### src/common/iwc_pkg.sv
package iwc_pkg;
   localparam logic [31:0] OPT_ADDR = 32'h0000_00c8;
   localparam logic [31:0] STAT_ADDR = 32'h0000_0000;
   localparam logic [7:0] OPT_RESET = 8'h00;
   localparam int LES_BIT = 6;
   localparam int ESB_BIT = 5;
   localparam int GEN_BIT = 4;
   localparam logic [7:0] OPT_USED_MASK = 8'h70;
   localparam int ST_HALT_BIT = 0;
   localparam int ST_OSC_BIT = 1;
   localparam int ST_STAB_BIT = 2;
   localparam int ST_REQ_LSB = 3;
   localparam logic [1:0] MODE_NORMAL = 2'h0;
   localparam logic [1:0] MODE_IRQ = 2'h1;
   localparam logic [1:0] MODE_NMI = 2'h2;
   localparam logic [2:0] SRC_NMI = 3'h0;
   localparam logic [2:0] SRC_1 = 3'h1;
   localparam logic [2:0] SRC_2 = 3'h2;
   localparam logic [2:0] SRC_3 = 3'h3;
   localparam logic [2:0] SRC_4 = 3'h4;
   localparam logic [1:0] HTRANS_NONSEQ = 2'h2;
   localparam logic [2:0] HSIZE_WORD = 3'h2;
   localparam int STAB_CYCLES_DEF = 4096;
   localparam int STAB_W_DEF = 16;
   localparam int PORT_W_DEF = 8;
   typedef enum logic [1:0] {ST_RUN, ST_WAIT, ST_STOP, ST_STAB} iwc_state_t;
endpackage

### src/common/iwc_src_if.sv
`timescale 1ns/1ps
interface iwc_src_if;
   logic pin_n;
   logic local_evt;
   logic level_mode;
   logic rise_sel;
   logic clr;
   logic req;
   modport det (
      input pin_n,
      input local_evt,
      input level_mode,
      input rise_sel,
      input clr,
      output req
   );
   modport ctl (
      output pin_n,
      output local_evt,
      output level_mode,
      output rise_sel,
      output clr,
      input req
   );
endinterface

### src/design/iwc_top.sv
`timescale 1ns/1ps
module iwc_top
   import iwc_pkg::*;
#(
   parameter int PORT_W = PORT_W_DEF,
   parameter int STAB_W = STAB_W_DEF,
   parameter logic [STAB_W_DEF-1:0] STAB_CYCLES = STAB_CYCLES_DEF[STAB_W_DEF-1:0]
)
(
   input wire logic ref_clk,
   input wire logic rst_n,
   input wire logic hsel,
   input wire logic [31:0] haddr,
   input wire logic [1:0] htrans,
   input wire logic hwrite,
   input wire logic [2:0] hsize,
   input wire logic [31:0] hwdata,
   input wire logic hready,
   output logic hreadyout,
   output logic hresp,
   output logic [31:0] hrdata,
   input wire logic nmi_pin_n,
   input wire logic src1_pin_n,
   input wire logic [PORT_W-1:0] port_irq_n,
   input wire logic spi_eot,
   input wire logic timer_zero_flag,
   input wire logic timer_irq_enable,
   input wire logic adc_eoc,
   input wire logic adc_irq_enable,
   input wire logic wdg_active,
   input wire logic [1:0] core_mode,
   input wire logic instr_end,
   input wire logic wait_exec,
   input wire logic stop_exec,
   output logic irq_take,
   output logic [2:0] irq_src,
   output logic core_halt,
   output logic osc_stop,
   output logic stab_busy,
   output logic core_resume
);
   iwc_src_if nmi_if ();
   iwc_src_if s1_if ();
   iwc_src_if s2_if ();

   logic [7:0] opt_ff;
   logic wr_opt_ff;
   logic [31:0] rd_data_ff;
   iwc_state_t st_ff;
   iwc_state_t nxt_st;
   logic [STAB_W-1:0] stab_cnt_ff;
   logic [STAB_W-1:0] nxt_stab_cnt;
   logic irq_take_ff;
   logic [2:0] irq_src_ff;
   logic resume_ff;
   logic [2:0] take_sel;

   // bus decode
   wire acc = hsel & htrans[1] & hready;
   wire adr_opt = (haddr == OPT_ADDR);
   wire adr_stat = (haddr == STAT_ADDR);
   wire word_acc = (hsize == HSIZE_WORD);
   // narrow writes stand for bit ops and are dropped
   wire nxt_wr_opt = acc & hwrite & adr_opt & word_acc;
   wire [7:0] opt_wr_val = hwdata[7:0] & OPT_USED_MASK;

   // option fields
   wire src1_level_edge_select = opt_ff[LES_BIT];
   wire src2_edge_polarity = opt_ff[ESB_BIT];
   wire gen = opt_ff[GEN_BIT];

   // source lines
   wire port_all_hi = &port_irq_n;
   wire timer_req = timer_zero_flag & timer_irq_enable;
   wire adc_req = adc_eoc & adc_irq_enable;

   assign nmi_if.pin_n = nmi_pin_n;
   assign nmi_if.local_evt = 1'b0;
   assign nmi_if.level_mode = 1'b0;
   assign nmi_if.rise_sel = 1'b0;

   assign s1_if.pin_n = src1_pin_n;
   assign s1_if.local_evt = spi_eot;
   assign s1_if.level_mode = src1_level_edge_select;
   assign s1_if.rise_sel = 1'b0;

   // one synchroniser for the whole port, pins are ored low
   assign s2_if.pin_n = port_all_hi;
   assign s2_if.local_evt = 1'b0;
   assign s2_if.level_mode = 1'b0;
   assign s2_if.rise_sel = src2_edge_polarity;

   iwc_src_detect u_nmi (
      .ref_clk(ref_clk),
      .rst_n(rst_n),
      .src(nmi_if.det)
   );
   iwc_src_detect u_src1 (
      .ref_clk(ref_clk),
      .rst_n(rst_n),
      .src(s1_if.det)
   );
   iwc_src_detect u_src2 (
      .ref_clk(ref_clk),
      .rst_n(rst_n),
      .src(s2_if.det)
   );

   wire [4:0] req = {adc_req, timer_req, s2_if.req, s1_if.req, nmi_if.req};

   // acceptance
   wire in_normal = (core_mode == MODE_NORMAL);
   wire in_nmi = (core_mode == MODE_NMI);
   // maskables cannot nest, the NMI cannot re-enter itself
   wire mask_ok = gen & in_normal;
   wire nmi_ok = req[0] & ~in_nmi;
   wire mask_any = mask_ok & (|req[4:1]);
   wire pend_take = nmi_ok | mask_any;

   always_comb begin
      take_sel = SRC_NMI;
      if (nmi_ok) begin
         take_sel = SRC_NMI;
      end else if (req[1]) begin
         take_sel = SRC_1;
      end else if (req[2]) begin
         take_sel = SRC_2;
      end else if (req[3]) begin
         take_sel = SRC_3;
      end else begin
         take_sel = SRC_4;
      end
   end

   // wake conditions
   wire any_req = |req;
   wire ext_req = req[0] | req[1] | req[2];
   // any line wakes from wait, only nmi, source 1 and source 2 wake from stop, regardless of mode, but only with gen set
   wire wake_wait = gen & any_req;
   wire wake_stop = gen & ext_req;
   wire stab_last = (stab_cnt_ff == {{(STAB_W-1){1'b0}}, 1'b1});

   wire in_run = (st_ff == ST_RUN);
   wire sleep_cmd = in_run & (wait_exec | stop_exec);
   wire sleep_go = sleep_cmd & ~pend_take;
   wire stop_ok = stop_exec & ~wdg_active;

   wire resume_wait = (st_ff == ST_WAIT) & wake_wait;
   wire resume_stab = (st_ff == ST_STAB) & stab_last;
   wire resume_ev = resume_wait | resume_stab;

   // after wake the same gating picks service or plain continue
   wire take_pt = (in_run & instr_end) | resume_ev;
   wire take_now = pend_take & take_pt;

   assign nmi_if.clr = take_now & (take_sel == SRC_NMI);
   assign s1_if.clr = take_now & (take_sel == SRC_1);
   assign s2_if.clr = take_now & (take_sel == SRC_2);

   // sleep sequencer
   always_comb begin
      nxt_st = st_ff;
      nxt_stab_cnt = stab_cnt_ff;
      case (st_ff)
         ST_RUN: begin
            if (sleep_go && stop_ok) begin
               nxt_st = ST_STOP;
            end else if (sleep_go) begin
               nxt_st = ST_WAIT;
            end
         end
         ST_WAIT: begin
            if (wake_wait) begin
               nxt_st = ST_RUN;
            end
         end
         ST_STOP: begin
            if (wake_stop) begin
               nxt_st = ST_STAB;
               nxt_stab_cnt = STAB_CYCLES;
            end
         end
         ST_STAB: begin
            if (stab_last) begin
               nxt_st = ST_RUN;
            end else begin
               nxt_stab_cnt = stab_cnt_ff - {{(STAB_W-1){1'b0}}, 1'b1};
            end
         end
         default: begin
            nxt_st = ST_RUN;
         end
      endcase
   end

   // status word
   wire [31:0] status_word = {24'h00_0000, req, (st_ff == ST_STAB), (st_ff == ST_STOP),
      ~in_run};
   // option reads as zero, it is write-only
   wire [31:0] nxt_rd = (acc & ~hwrite & adr_stat) ? status_word : 32'h0000_0000;

   // bus and option register
   always_ff @(posedge ref_clk or negedge rst_n) begin
      if (!rst_n) begin
         opt_ff <= OPT_RESET;
         wr_opt_ff <= 1'b0;
         rd_data_ff <= 32'h0000_0000;
      end else begin
         wr_opt_ff <= nxt_wr_opt;
         rd_data_ff <= nxt_rd;
         if (wr_opt_ff) begin
            opt_ff <= opt_wr_val;
         end
      end
   end

   // async reset returns any sleep state straight to run
   always_ff @(posedge ref_clk or negedge rst_n) begin
      if (!rst_n) begin
         st_ff <= ST_RUN;
         stab_cnt_ff <= {STAB_W{1'b0}};
      end else begin
         st_ff <= nxt_st;
         stab_cnt_ff <= nxt_stab_cnt;
      end
   end

   always_ff @(posedge ref_clk or negedge rst_n) begin
      if (!rst_n) begin
         irq_take_ff <= 1'b0;
         irq_src_ff <= SRC_NMI;
         resume_ff <= 1'b0;
      end else begin
         irq_take_ff <= take_now;
         resume_ff <= resume_ev;
         if (take_now) begin
            irq_src_ff <= take_sel;
         end
      end
   end

   assign hreadyout = 1'b1;
   assign hresp = 1'b0;
   assign hrdata = rd_data_ff;
   assign irq_take = irq_take_ff;
   assign irq_src = irq_src_ff;
   assign core_halt = ~in_run;
   // only gates the clock, the source choice lives elsewhere
   assign osc_stop = (st_ff == ST_STOP);
   assign stab_busy = (st_ff == ST_STAB);
   assign core_resume = resume_ff;
endmodule

### src/design/iwc_src_detect.sv
`timescale 1ns/1ps
module iwc_src_detect
   import iwc_pkg::*;
(
   input wire logic ref_clk,
   input wire logic rst_n,
   iwc_src_if.det src
);
   logic s1_ff;
   logic s2_ff;
   logic s3_ff;
   logic filt_ff;
   logic prev_hi_ff;
   logic req_ff;
   wire agree = (s2_ff == s3_ff);
   wire nxt_filt = agree ? s2_ff : filt_ff;
   // same-domain event joins after the filter, it needs no sync
   wire line_hi = filt_ff & ~src.local_evt;
   wire rise_ev = line_hi & ~prev_hi_ff;
   wire fall_ev = ~line_hi & prev_hi_ff;
   wire edge_ev = src.rise_sel ? rise_ev : fall_ev;
   // set beats clear so an edge on the service cycle is kept
   wire nxt_req = edge_ev | (req_ff & ~src.clr);
   assign src.req = src.level_mode ? ~line_hi : req_ff;
   always_ff @(posedge ref_clk or negedge rst_n) begin
      if (!rst_n) begin
         s1_ff <= 1'b1;
         s2_ff <= 1'b1;
         s3_ff <= 1'b1;
         filt_ff <= 1'b1;
         prev_hi_ff <= 1'b1;
         req_ff <= 1'b0;
      end else begin
         s1_ff <= src.pin_n;
         s2_ff <= s1_ff;
         s3_ff <= s2_ff;
         filt_ff <= nxt_filt;
         prev_hi_ff <= line_hi;
         req_ff <= nxt_req;
      end
   end
endmodule

### config.mk
export PLATFORM = sky130hd
export DESIGN_NAME = iwc_top
export DESIGN_NICKNAME = d
export VERILOG_FILES = /design/src/common/iwc_pkg.sv /design/src/common/iwc_src_if.sv /design/src/design/iwc_top.sv /design/src/design/iwc_src_detect.sv
export SDC_FILE = /design/constraint.sdc
export NUM_CORES = 1
export LEC_CHECK = 0
export ABC_AREA = 1
export BUFFER_PORTS_ARGS = -buffer_cell sky130_fd_sc_hd__buf_2
export CAP_MARGIN = 20
export CELL_PAD_IN_SITES_DETAIL_PLACEMENT = 1
export CELL_PAD_IN_SITES_GLOBAL_PLACEMENT = 1
export CORE_UTILIZATION = 35
export DETAILED_ROUTE_END_ITERATION = 10
export GPL_TIMING_DRIVEN = 0
export PLACE_DENSITY = 0.94
export SYNTH_ARGS = -nofsm -noshare
export SYNTH_HDL_FRONTEND = slang
export SYNTH_SLANG_ARGS = --single-unit
### constraint.sdc
create_clock -name ref_clk -period 3.6 [get_ports ref_clk]
set_input_delay 0.36 -clock ref_clk [delete_from_list [all_inputs] [get_ports ref_clk]]
set_output_delay 0.36 -clock ref_clk [all_outputs]
set_load 0.01 [all_outputs]
Word-level counts from Yosys, hierarchy flattened
Index checks and enable logic that the tools add are counted.
Operators by class
  equal/unequal tests: 17
  reduce and logical (&&, ||, !) cells: 11
  $add $sub $neg: 1
  bitwise operators: 54
  muxes and demuxes: 16
Operator list (count)
  1-bit bitwise AND: 32
  32-bit by 8-bit == test with 1-bit output (second input constant): 1
  32-bit zero test: 1
  16-bit 2-to-1 mux: 2
  16-bit one-hot mux with 2 select lines: 1
  16-bit by 1-bit == test with 1-bit output (second input constant): 1
  16-bit by 1-bit subtractor with 16-bit output (second input constant): 1
  1-bit inverter: 13
  3-bit 2-to-1 mux: 4
  2-bit 2-to-1 mux: 5
  1-bit OR: 9
  8-bit 2-to-1 mux: 1
  2-bit one-hot mux with 4 select lines: 1
  8-bit AND reduction: 1
  2-bit == test (second input constant): 3
  3-bit by 2-bit == test with 1-bit output (second input constant): 2
  5-bit OR reduction: 1
  2-bit zero test: 2
  2-bit by 1-bit != test with 1-bit output (second input constant): 2
  2-bit != test (second input constant): 2
  4-bit AND reduction: 1
  4-bit OR reduction: 1
  1-bit == test: 3
  3-bit by 1-bit == test with 1-bit output (second input constant): 1
  other kinds (7): 8
Storage, ports and cells
  register bits: 53
  bits of input ports: 95

Logic depth before layout (Yosys ltp)
Gate-level depths: netlist (run 1).
  depth in word-level cells: 14
  depth in mapped cells: 11
  gate-level depth less buffers: 11

Hierarchy
From an unflattened synthesis (run 1), not the netlist that was laid out.
Unflattened totals
  cells, all modules: 397
  area total of the unflattened synthesis: 3066.7 um^2
By module, submodules not included
  iwc_top: cells each 325, area each 2368.5 um^2, times used 1
  iwc_src_detect: cells each 24, area each 232.7 um^2, times used 3

Least setup slack after synthesis (run 1)
OpenSTA, ideal clock, no wires.
  kind: reg2reg
  from: register u_src1.filt_ff
  to: register stab_cnt_ff[5]
  path buffers: 1
  data required time: 3.481 ns
  clock period less this slack: 1.395 ns
  cell stages (with the launch flop): 9
  setup slack: 2.205 ns
  arrival: 1.276 ns
  path through: dfstp_2 -> nand3_1 -> nand2_2 -> nand3_1 -> nand3_2 -> nand2_2 -> buf_6 -> a21oi_1 -> nor2_1
Between the ends
  longest elaborated chain between the ends: 8
RTL lines
  from (decl): RTL line iwc_src_detect.sv:12  | logic filt_ff;
  from (signal assigned): RTL line iwc_src_detect.sv:37  | filt_ff <= nxt_filt;
  1-bit bitwise AND: RTL line iwc_src_detect.sv:18  | wire line_hi = filt_ff & ~src.local_evt;
  1-bit inverter: RTL line iwc_src_detect.sv:24  | assign src.req = src.level_mode ? ~line_hi : req_ff;
  1-bit 2-to-1 mux: RTL line iwc_src_detect.sv:24
  1-bit OR (2 in a row): RTL line iwc_top.sv:137  | wire ext_req = req[0] | req[1] | req[2];
  1-bit bitwise AND: RTL line iwc_top.sv:140  | wire wake_stop = gen & ext_req;
  2-bit by 1-bit != test with 1-bit output (no source line)
  3-bit AND reduction (no source line)
  to (signal assigned): RTL line iwc_top.sv:221  | stab_cnt_ff <= {STAB_W{1'b0}};
  to (signal assigned): RTL line iwc_top.sv:224  | stab_cnt_ff <= nxt_stab_cnt;
  to (decl): RTL line iwc_top.sv:51  | logic [STAB_W-1:0] stab_cnt_ff;
No other way between the ends.
A chain may end at the register's enable or synchronous reset.

Worst setup path in the final report (run 1)
  from: register u_src1.filt_ff
  to: register stab_cnt_ff[0]
Same word-level chain as after synthesis.

==> impl_metrics.env, run 1 <==
export IMPL_status="finished clean"
export IMPL_min_period_over_period=0.455
export IMPL_maxCapViolations=0
export IMPL_r2r_setup_slack_ns=1.96
export IMPL_layout_commonest_cell="buf_2"
export IMPL_rsz0062_at_grt="false"
export IMPL_cts_buffer_depth=2
export IMPL_cts_num_sinks=53
export IMPL_hold_violations=0
export IMPL_p_sw_frac=0.434
export IMPL_post_synth_cell_area_avg_um2=8.21
export IMPL_synth_seq_cells=53
export IMPL_place_area_mm2=0.00343
export IMPL_synth_distinct_cells=31
export IMPL_power_leakage_nw=1.93
export IMPL_cp_max_fo=10
export IMPL_cts_root_buffer="clkbuf_8"
export IMPL_clk_latency_ns=0.32
export IMPL_hold_start="nmi_pin_n"
export IMPL_comb_power_share=0.451
export IMPL_clk_pin_slew_worst_paths_ns=0.10
export IMPL_via_per_inst=4.76
export IMPL_fp_dieH_um=91.3
export IMPL_cts_tree="built"
export IMPL_std_cell_rows=32
export IMPL_finalSetupTns_ns=0
export IMPL_grt_pass1_vias=2887
export IMPL_firstDrtPassIters=4
export IMPL_clock_power_share=0.190
export IMPL_wl_per_cell_um=14.6
export IMPL_drive_gt1_frac=0.330
export IMPL_cts_setup_buffers=0
export IMPL_routed_wl_um=8100
export IMPL_critPathCaptureType="flip-flop"
export IMPL_finalMaxSlewViolations=0
export IMPL_antenna_cells=0
export IMPL_netlist_top_cells_area="dfrtp_1 (34%), dfstp_2 (14%), nand2_1 (11%)"
export IMPL_antenna_found_initial=0
export IMPL_dpl_hpwl_um=6600
export IMPL_drc_errors=0
export IMPL_grt_max_degree=41
export IMPL_relSlewSlack=0.634
export IMPL_power_density_mw_per_mm2=632
export IMPL_skew_ns=0.0117
export IMPL_timing_rr_start="u_src1.filt_ff$_DFFE_PN1N_"
export IMPL_finalWorstSetupSlack_ns=1.96
export IMPL_dp_slack_ns=1.81
export IMPL_hold_end="u_nmi.s1_ff$_DFF_PN1_"
export IMPL_intPower_mw=1.27
export IMPL_dr_first_iter_drc_count=78
export IMPL_max_freq_ghz=0.611
export IMPL_start_util=0.361
export IMPL_min_path_type="input pin to flip-flop"
export IMPL_mappedNetlistArea_mm2=0.00279
export IMPL_dieArea_mm2=0.00834
export IMPL_timing_rr_end="stab_cnt_ff[0]$_DFFE_PN0P_"
export IMPL_grt_use_total=0.207
export IMPL_via_count=2645
export IMPL_syn_instance_count=340
export IMPL_ys_seq_area_frac=0.482
export IMPL_p_seq_frac=0.360
export IMPL_fin_nets=550
export IMPL_htreeDepth=2
export IMPL_ff2ff_path_depth=9
export IMPL_setup_violations=0
export IMPL_yosys_warnings=0
export IMPL_grt_pass1_wl_um=13400
export IMPL_gp_congestion=0.825
export IMPL_criticalPathCategory="flip-flop to flip-flop"
export IMPL_area_delta_synth_final_pct=27.4
export IMPL_p_sw_mw=0.977
export IMPL_multi_input_area_mm2=0.00119
export IMPL_final_area_mm2=0.00356
export IMPL_cts_buffers=5
export IMPL_peakVddDrop_v=0.000180
export IMPL_min_period_ns=1.64
export IMPL_yosysTopAreaCell="dfrtp_1"
export IMPL_n_fill_cell=987
export IMPL_holdPathStages=1
export IMPL_worstPathRequired_ns=3.85
export IMPL_ios=137
export IMPL_crit_arrival_ns=1.88
export IMPL_regArea_mm2=0.00135
export IMPL_setup_worst_path_start_class="flip-flop"
export IMPL_io_buffers=80
export IMPL_yosysTopAreaCellShare=0.341
export IMPL_worst_slew_pin_slew_ns=0.548
export IMPL_final_cell_mix="buf_2 (81), nand2_1 (79), dfrtp_1 (38)"
export IMPL_core_mm2=0.00773
export IMPL_die_w_um=91.3
export IMPL_overflow=0
export IMPL_detail_route_antenna_nets=0
-- synth_stat cells --
cell and number:
maj3_1 3, nor4_1 8, and2_1 2, nand2_2 7, xnor2_1 3, buf_6 1
nor2_4 2, inv_1 35, nand3_2 1, nand2_4 1, clkinv_2 1, buf_2 1
o22ai_1 1, nand2_1 79, o21ai_1 9, dfstp_2 15, nor2_2 4, nand4_1 9
inv_2 1, conb_1 2, a21oi_2 1, nor3b_1 1, ha_1 2, nor3_1 14
nor2_1 37, o21ai_0 10, a21oi_1 2, buf_4 26, nand3_1 18, xor2_1 6
dfrtp_1 38
-- layout make-up --
class | count | share of cell area
sequential | 53 | 0.378
inverter | 37 | 0.0394
timing repair buffer | 82 | 0.121
clock buffer | 5 | 0.0193
buffer | 28 | 0.0594
multi-input combinational | 246 | 0.333
tap | 102 | 0.0359
clock inverter | 3 | 0.0134
-- power by group through the flow --
stage | clock [mW] | combinational (mW) | sequential, mW
after global routing | 0.456 | 1.14 | 0.821
after CTS | 0.438 | 1.02 | 0.808
after floorplan | 0 | 0.697 | 0.803
after global placement | 0 | 0.915 | 0.805
final | 0.427 | 1.01 | 0.809
after detailed placement | 0 | 1.01 | 0.816
-- worst max-delay path, cell delays in order, from the launching register on --
cell and delay, ns:
dfstp_2 0.58, nand3_1 0.12, nand2_2 0.16, nand3_1 0.14, nand3_2 0.12, nand2_2 0.07, buf_6 0.14, clkinv_2 0.11
nand2_1 0.07, o21ai_1 0.07
-- layer usage --
metal	up-vias	GRT usage	wire length (um)	part of all wire
li1	1260	-	-	-
met1	1280	0.211	3080	0.38
met2	82	0.405	4430	0.55
met3	23	0.0310	310	0.038
met4	0	0.103	280	0.035
met5	-	0	0	0
-- cells by family (layout without fill, tap and decap cells) --
logic type               count (synthesis)  in the layout  share of synthesized area
AO/OA/AOI/OAI                           23             23                     0.0430
flip-flops                              53             53                      0.482
other                                    2             26                    0.00269
adder cells (fa/ha/maj)                  5              5                     0.0197
AND/OR/NAND/NOR                        183            183                      0.299
XOR/XNOR                                 9              9                     0.0282
buffers and inverters                   65            155                      0.126
-- state kept, by name, summed over array words and instances, names as in the netlist, 2 cells and up --
name / flops
st_ff: 2
irq_src: 3
hrdata: 8
opt_ff: 3
stab_cnt_ff: 16
-- what timing repair did --
item | 4_1_cts | 5_1_grt
hold buffers | 1 | 0
resized for setup | 0 | 0
hold endpoints to repair | 12 | 0
-- metrics by stage --
stage | hold slack (ns) | cells | util | power [mW]
floorplan | 0.0644 | 364 | - | 1.50
global placement | 0.346 | 546 | 0.441 | 1.72
detailed placement | 0.288 | 547 | 0.444 | 1.82
CTS | 0.125 | 556 | 0.460 | 2.26
global route | 0.129 | 556 | 0.460 | 2.42
finish | 0.134 | 556 | 0.460 | 2.25
-- how the worst max path moves through the flow --
stage / from / endpoint / slack [ns]
4_1_cts: u_src1.filt_ff$_DFFE_PN1N_ / irq_src[0]$_DFFE_PN0P_ / 1.95
2_1_floorplan: u_src1.filt_ff$_DFFE_PN1N_ / stab_cnt_ff[5]$_DFFE_PN0P_ / 2.21
5_1_grt: u_src1.filt_ff$_DFFE_PN1N_ / irq_src[0]$_DFFE_PN0P_ / 1.78
3_3_place_gp: haddr[21] / hrdata[1]$_DFF_PN0_ / 1.86
6_report: u_src1.filt_ff$_DFFE_PN1N_ / stab_cnt_ff[0]$_DFFE_PN0P_ / 1.96
3_5_place_dp: haddr[21] / hrdata[6]$_DFF_PN0_ / 1.81
(Power assumes the default switching activity.)
==> inputs of run 2 (changes only) <==
- ABC_AREA: 1 -> 0
- CORE_UTILIZATION: 35 -> 30
- PLACE_DENSITY: 0.94 -> 0.85
- clock period: 3.6 -> 1.5 ns (I/O delays scaled with it)
==> run 2 against run 1 <==
  * Critical path type unchanged
  * Critical path depth down 1
  * Non-clock buffer count up 18
  * Count of clock-buffer cells in the layout up 2
  * Flip-flop and latch count unchanged
  * Sequential power up 82%
  * Clock skew down 0.0046 ns
  * Register-to-register slack worse by 2.7 ns
  * The run now ends with negative setup slack left
  * Largest power group is now registers
  * Core utilization down 2.6 points
==> impl_metrics.env, run 2 <==
export IMPL_cp_slowest_cell="or4_4"
export IMPL_min_period_over_period=1.52
export IMPL_yosysTopAreaCellShare=0.367
export IMPL_criticalPathCategory="flip-flop to flip-flop"
export IMPL_grt_pass1_wl_um=11300
export IMPL_rsz0062_at_grt="true"
export IMPL_power_leakage_nw=1.68
export IMPL_htreeDepth=2
export IMPL_cts_buffer_depth=2
export IMPL_clk_latency_ns=0.30
export IMPL_mappedNetlistArea_mm2=0.00259
export IMPL_synth_ff_type="dfrtp_1"
export IMPL_firstDrtPassIters=4
export IMPL_power_density_mw_per_mm2=694
export IMPL_met3WireLength_um=506
export IMPL_drc_errors=0
export IMPL_dr_first_iter_drc_count=83
export IMPL_min_period_ns=2.28
export IMPL_top_register="stab_cnt_ff"
export IMPL_dpl_hpwl_um=5130
export IMPL_dpl_cell_count=457
export IMPL_cp_max_fo=5
export IMPL_crit_arrival_ns=2.46
export IMPL_timing_hold_ws_ns=0.0377
export IMPL_netlist_top_cells_area="dfrtp_1 (37%), dfstp_2 (15%), buf_4 (7.5%)"
export IMPL_maxCapViolations=0
export IMPL_drive_gt1_frac=0.464
export IMPL_layout_cells_non_filler=482
export IMPL_dp_slack_ns=-0.841
export IMPL_grt_use_total=0.163
export IMPL_core_mm2=0.00830
export IMPL_status="finished with violations"
export IMPL_start_util=0.312
export IMPL_dr_wl_met2_um=3810
export IMPL_largest_reg_flops=16
export IMPL_fin_nets=473
export IMPL_post_synth_cell_area_avg_um2=10.5
export IMPL_min_path_type="input pin to flip-flop"
export IMPL_dieArea_mm2=0.00901
export IMPL_setup_violations=26
export IMPL_antenna_cells=0
export IMPL_synth_async_reset_ratio=1.00
export IMPL_skew_ns=0.00710
export IMPL_routed_wl_um=7370
export IMPL_layout_commonest_cell="buf_2"
export IMPL_die_w_um=94.9
export IMPL_yosys_warnings=0
export IMPL_critPathCaptureType="flip-flop"
export IMPL_peakVddDrop_v=0.000334
export IMPL_synth_seq_cells=53
export IMPL_final_cell_mix="buf_2 (80), buf_4 (38), nor2_1 (37)"
export IMPL_violations="negative setup slack"
export IMPL_finalSetupTns_ns=-17.02
export IMPL_std_cell_rows=33
export IMPL_setup_worst_path_start_class="flip-flop"
export IMPL_grt_max_degree=35
export IMPL_detail_route_antenna_nets=0
export IMPL_hold_violations=0
export IMPL_synth_edf_count=0
export IMPL_ys_seq_area_frac=0.519
export IMPL_finalWorstSetupSlack_ns=-0.776
export IMPL_max_freq_ghz=0.439
export IMPL_synth_distinct_cells=53
export IMPL_cts_root_buffer="clkbuf_8"
export IMPL_area_delta_synth_final_pct=39.3
export IMPL_gp_congestion=0.808
export IMPL_yosysTopAreaCell="dfrtp_1"
export IMPL_via_count=2318
export IMPL_met1Wirelength_um=2920
export IMPL_cts_tree="built"
export IMPL_via_per_inst=4.81
export IMPL_max_stage_delay_ns=0.52
export IMPL_path_cells="inv_2, ha_4, or4b_4, or4_4, buf_8, nand3_1, xor2_1, nor2_1"
export IMPL_syn_instance_count=247
export IMPL_power_mw=2.50
export IMPL_io_buffers=80
export IMPL_clk_pin_slew_worst_paths_ns=0.09
export IMPL_cts_num_sinks=53
export IMPL_grt_pass1_vias=2382
export IMPL_worstPathRequired_ns=1.68
export IMPL_finalMaxSlewViolations=0
export IMPL_fp_dieH_um=94.9
export IMPL_ys_top_cells_by_count="dfrtp_1 (38), nor2_1 (37), buf_4 (26)"
export IMPL_top_layer="met4"
export IMPL_yosysMostFrequentCell="dfrtp_1"
export IMPL_ios=137
export IMPL_antenna_found_initial=0
export IMPL_cts_buffers=5
export IMPL_wl_per_cell_um=15.3
export IMPL_overflow=0
run 2: changes by cell type in the layout (fill, tap and decap cells not counted), moves of 6 or more:
| cell | previous run | this run |
|---|---|---|
| o21ai_0 | 10 | 2 |
| xor2_1 | 6 | 14 |
| o21ai_1 | 9 | 2 |
| nand2_1 | 79 | 9 |
| nor3_1 | 14 | 4 |
| inv_1 | 35 | 7 |
| nand3_1 | 18 | 3 |
| nand2_2 | 7 | 1 |
| buf_4 | 26 | 38 |
run 2: cell families (layout without fill, tap and decap cells):
family,Yosys count,after routing,share of synthesized area
flip-flops,53,53,0.519
AO/OA/AOI/OAI,22,22,0.0584
adder cells (fa/ha/maj),5,5,0.0212
other,2,26,0.00290
XOR/XNOR,14,14,0.0473
multiplexers,6,6,0.0256
AND/OR/NAND/NOR,106,106,0.224
buffers and inverters,39,145,0.101
run 2: timing repair:
item / 4_1_cts / 5_1_grt
cloned: 1 / 0
buffers inserted: 9 / 4
endpoints found under the setup margin: 27 / 28
pin swaps: 4 / 5
gates resized for setup: 16 / 16
hold buffers: 4 / 0
endpoints found under the hold margin: 17 / 0
run 2: report_power, final:
part           leakage [nW]  internal, mW  switching [mW]
Clock                0.0385         0.331           0.450
Sequential            0.581          1.46         0.00923
Combinational          1.06         0.132           0.120
run 2: per-layer routing:
metal  vias up  track usage
li1       1062            -
met1      1129        0.195
met2       115        0.295
met3        12       0.0282
met4         0       0.0518
met5         -            0
run 2: critical path, delay by kind of cell, from the launching register on:
kind          cells  cell delay, ns
buf+inv           2            0.26
fa+ha+maj         1            0.13
simple gates      4            1.16
xor+xnor          1            0.20
flops             1            0.41
run 2: worst paths after layout:
check | start | to | slack, ns | cells after the start
worst max register to register | stab_cnt_ff[1]$_DFFE_PN0P_ | stab_cnt_ff[15]$_DFFE_PN0P_ | -0.78 | 8
min in group asynchronous | rst_n | stab_cnt_ff[11]$_DFFE_PN0P_ | 0.32 | 2
max in group asynchronous | rst_n | u_src1.s1_ff$_DFF_PN1_ | 0.57 | 3
worst max-delay path | stab_cnt_ff[1]$_DFFE_PN0P_ | stab_cnt_ff[15]$_DFFE_PN0P_ | -0.78 | 8
worst min register to register | u_src1.s1_ff$_DFF_PN1_ | u_src1.s2_ff$_DFF_PN1_ | 0.36 | 0
worst min-delay path | port_irq_n[1] | u_src2.s1_ff$_DFF_PN1_ | 0.04 | 3
run 2: layout make-up:
type                            instances  area [um2]
Fill cell                             952        4690
Sequential cell                        53        1350
Multi-Input combinational cell        179        1200
Timing Repair Buffer                   99         589
Buffer                                 29         218
Tap cell                              105         131
Clock buffer                            7        76.3
Inverter                                9        33.8
Clock inverter                          1        7.51
run 2: per-stage QoR:
stage / util / area [um2]
after CTS: 0.422 / 3500
after detailed placement: 0.390 / 3240
after global routing: 0.435 / 3610
after floorplan: - / 2690
after global placement: 0.388 / 3220
final: 0.435 / 3610
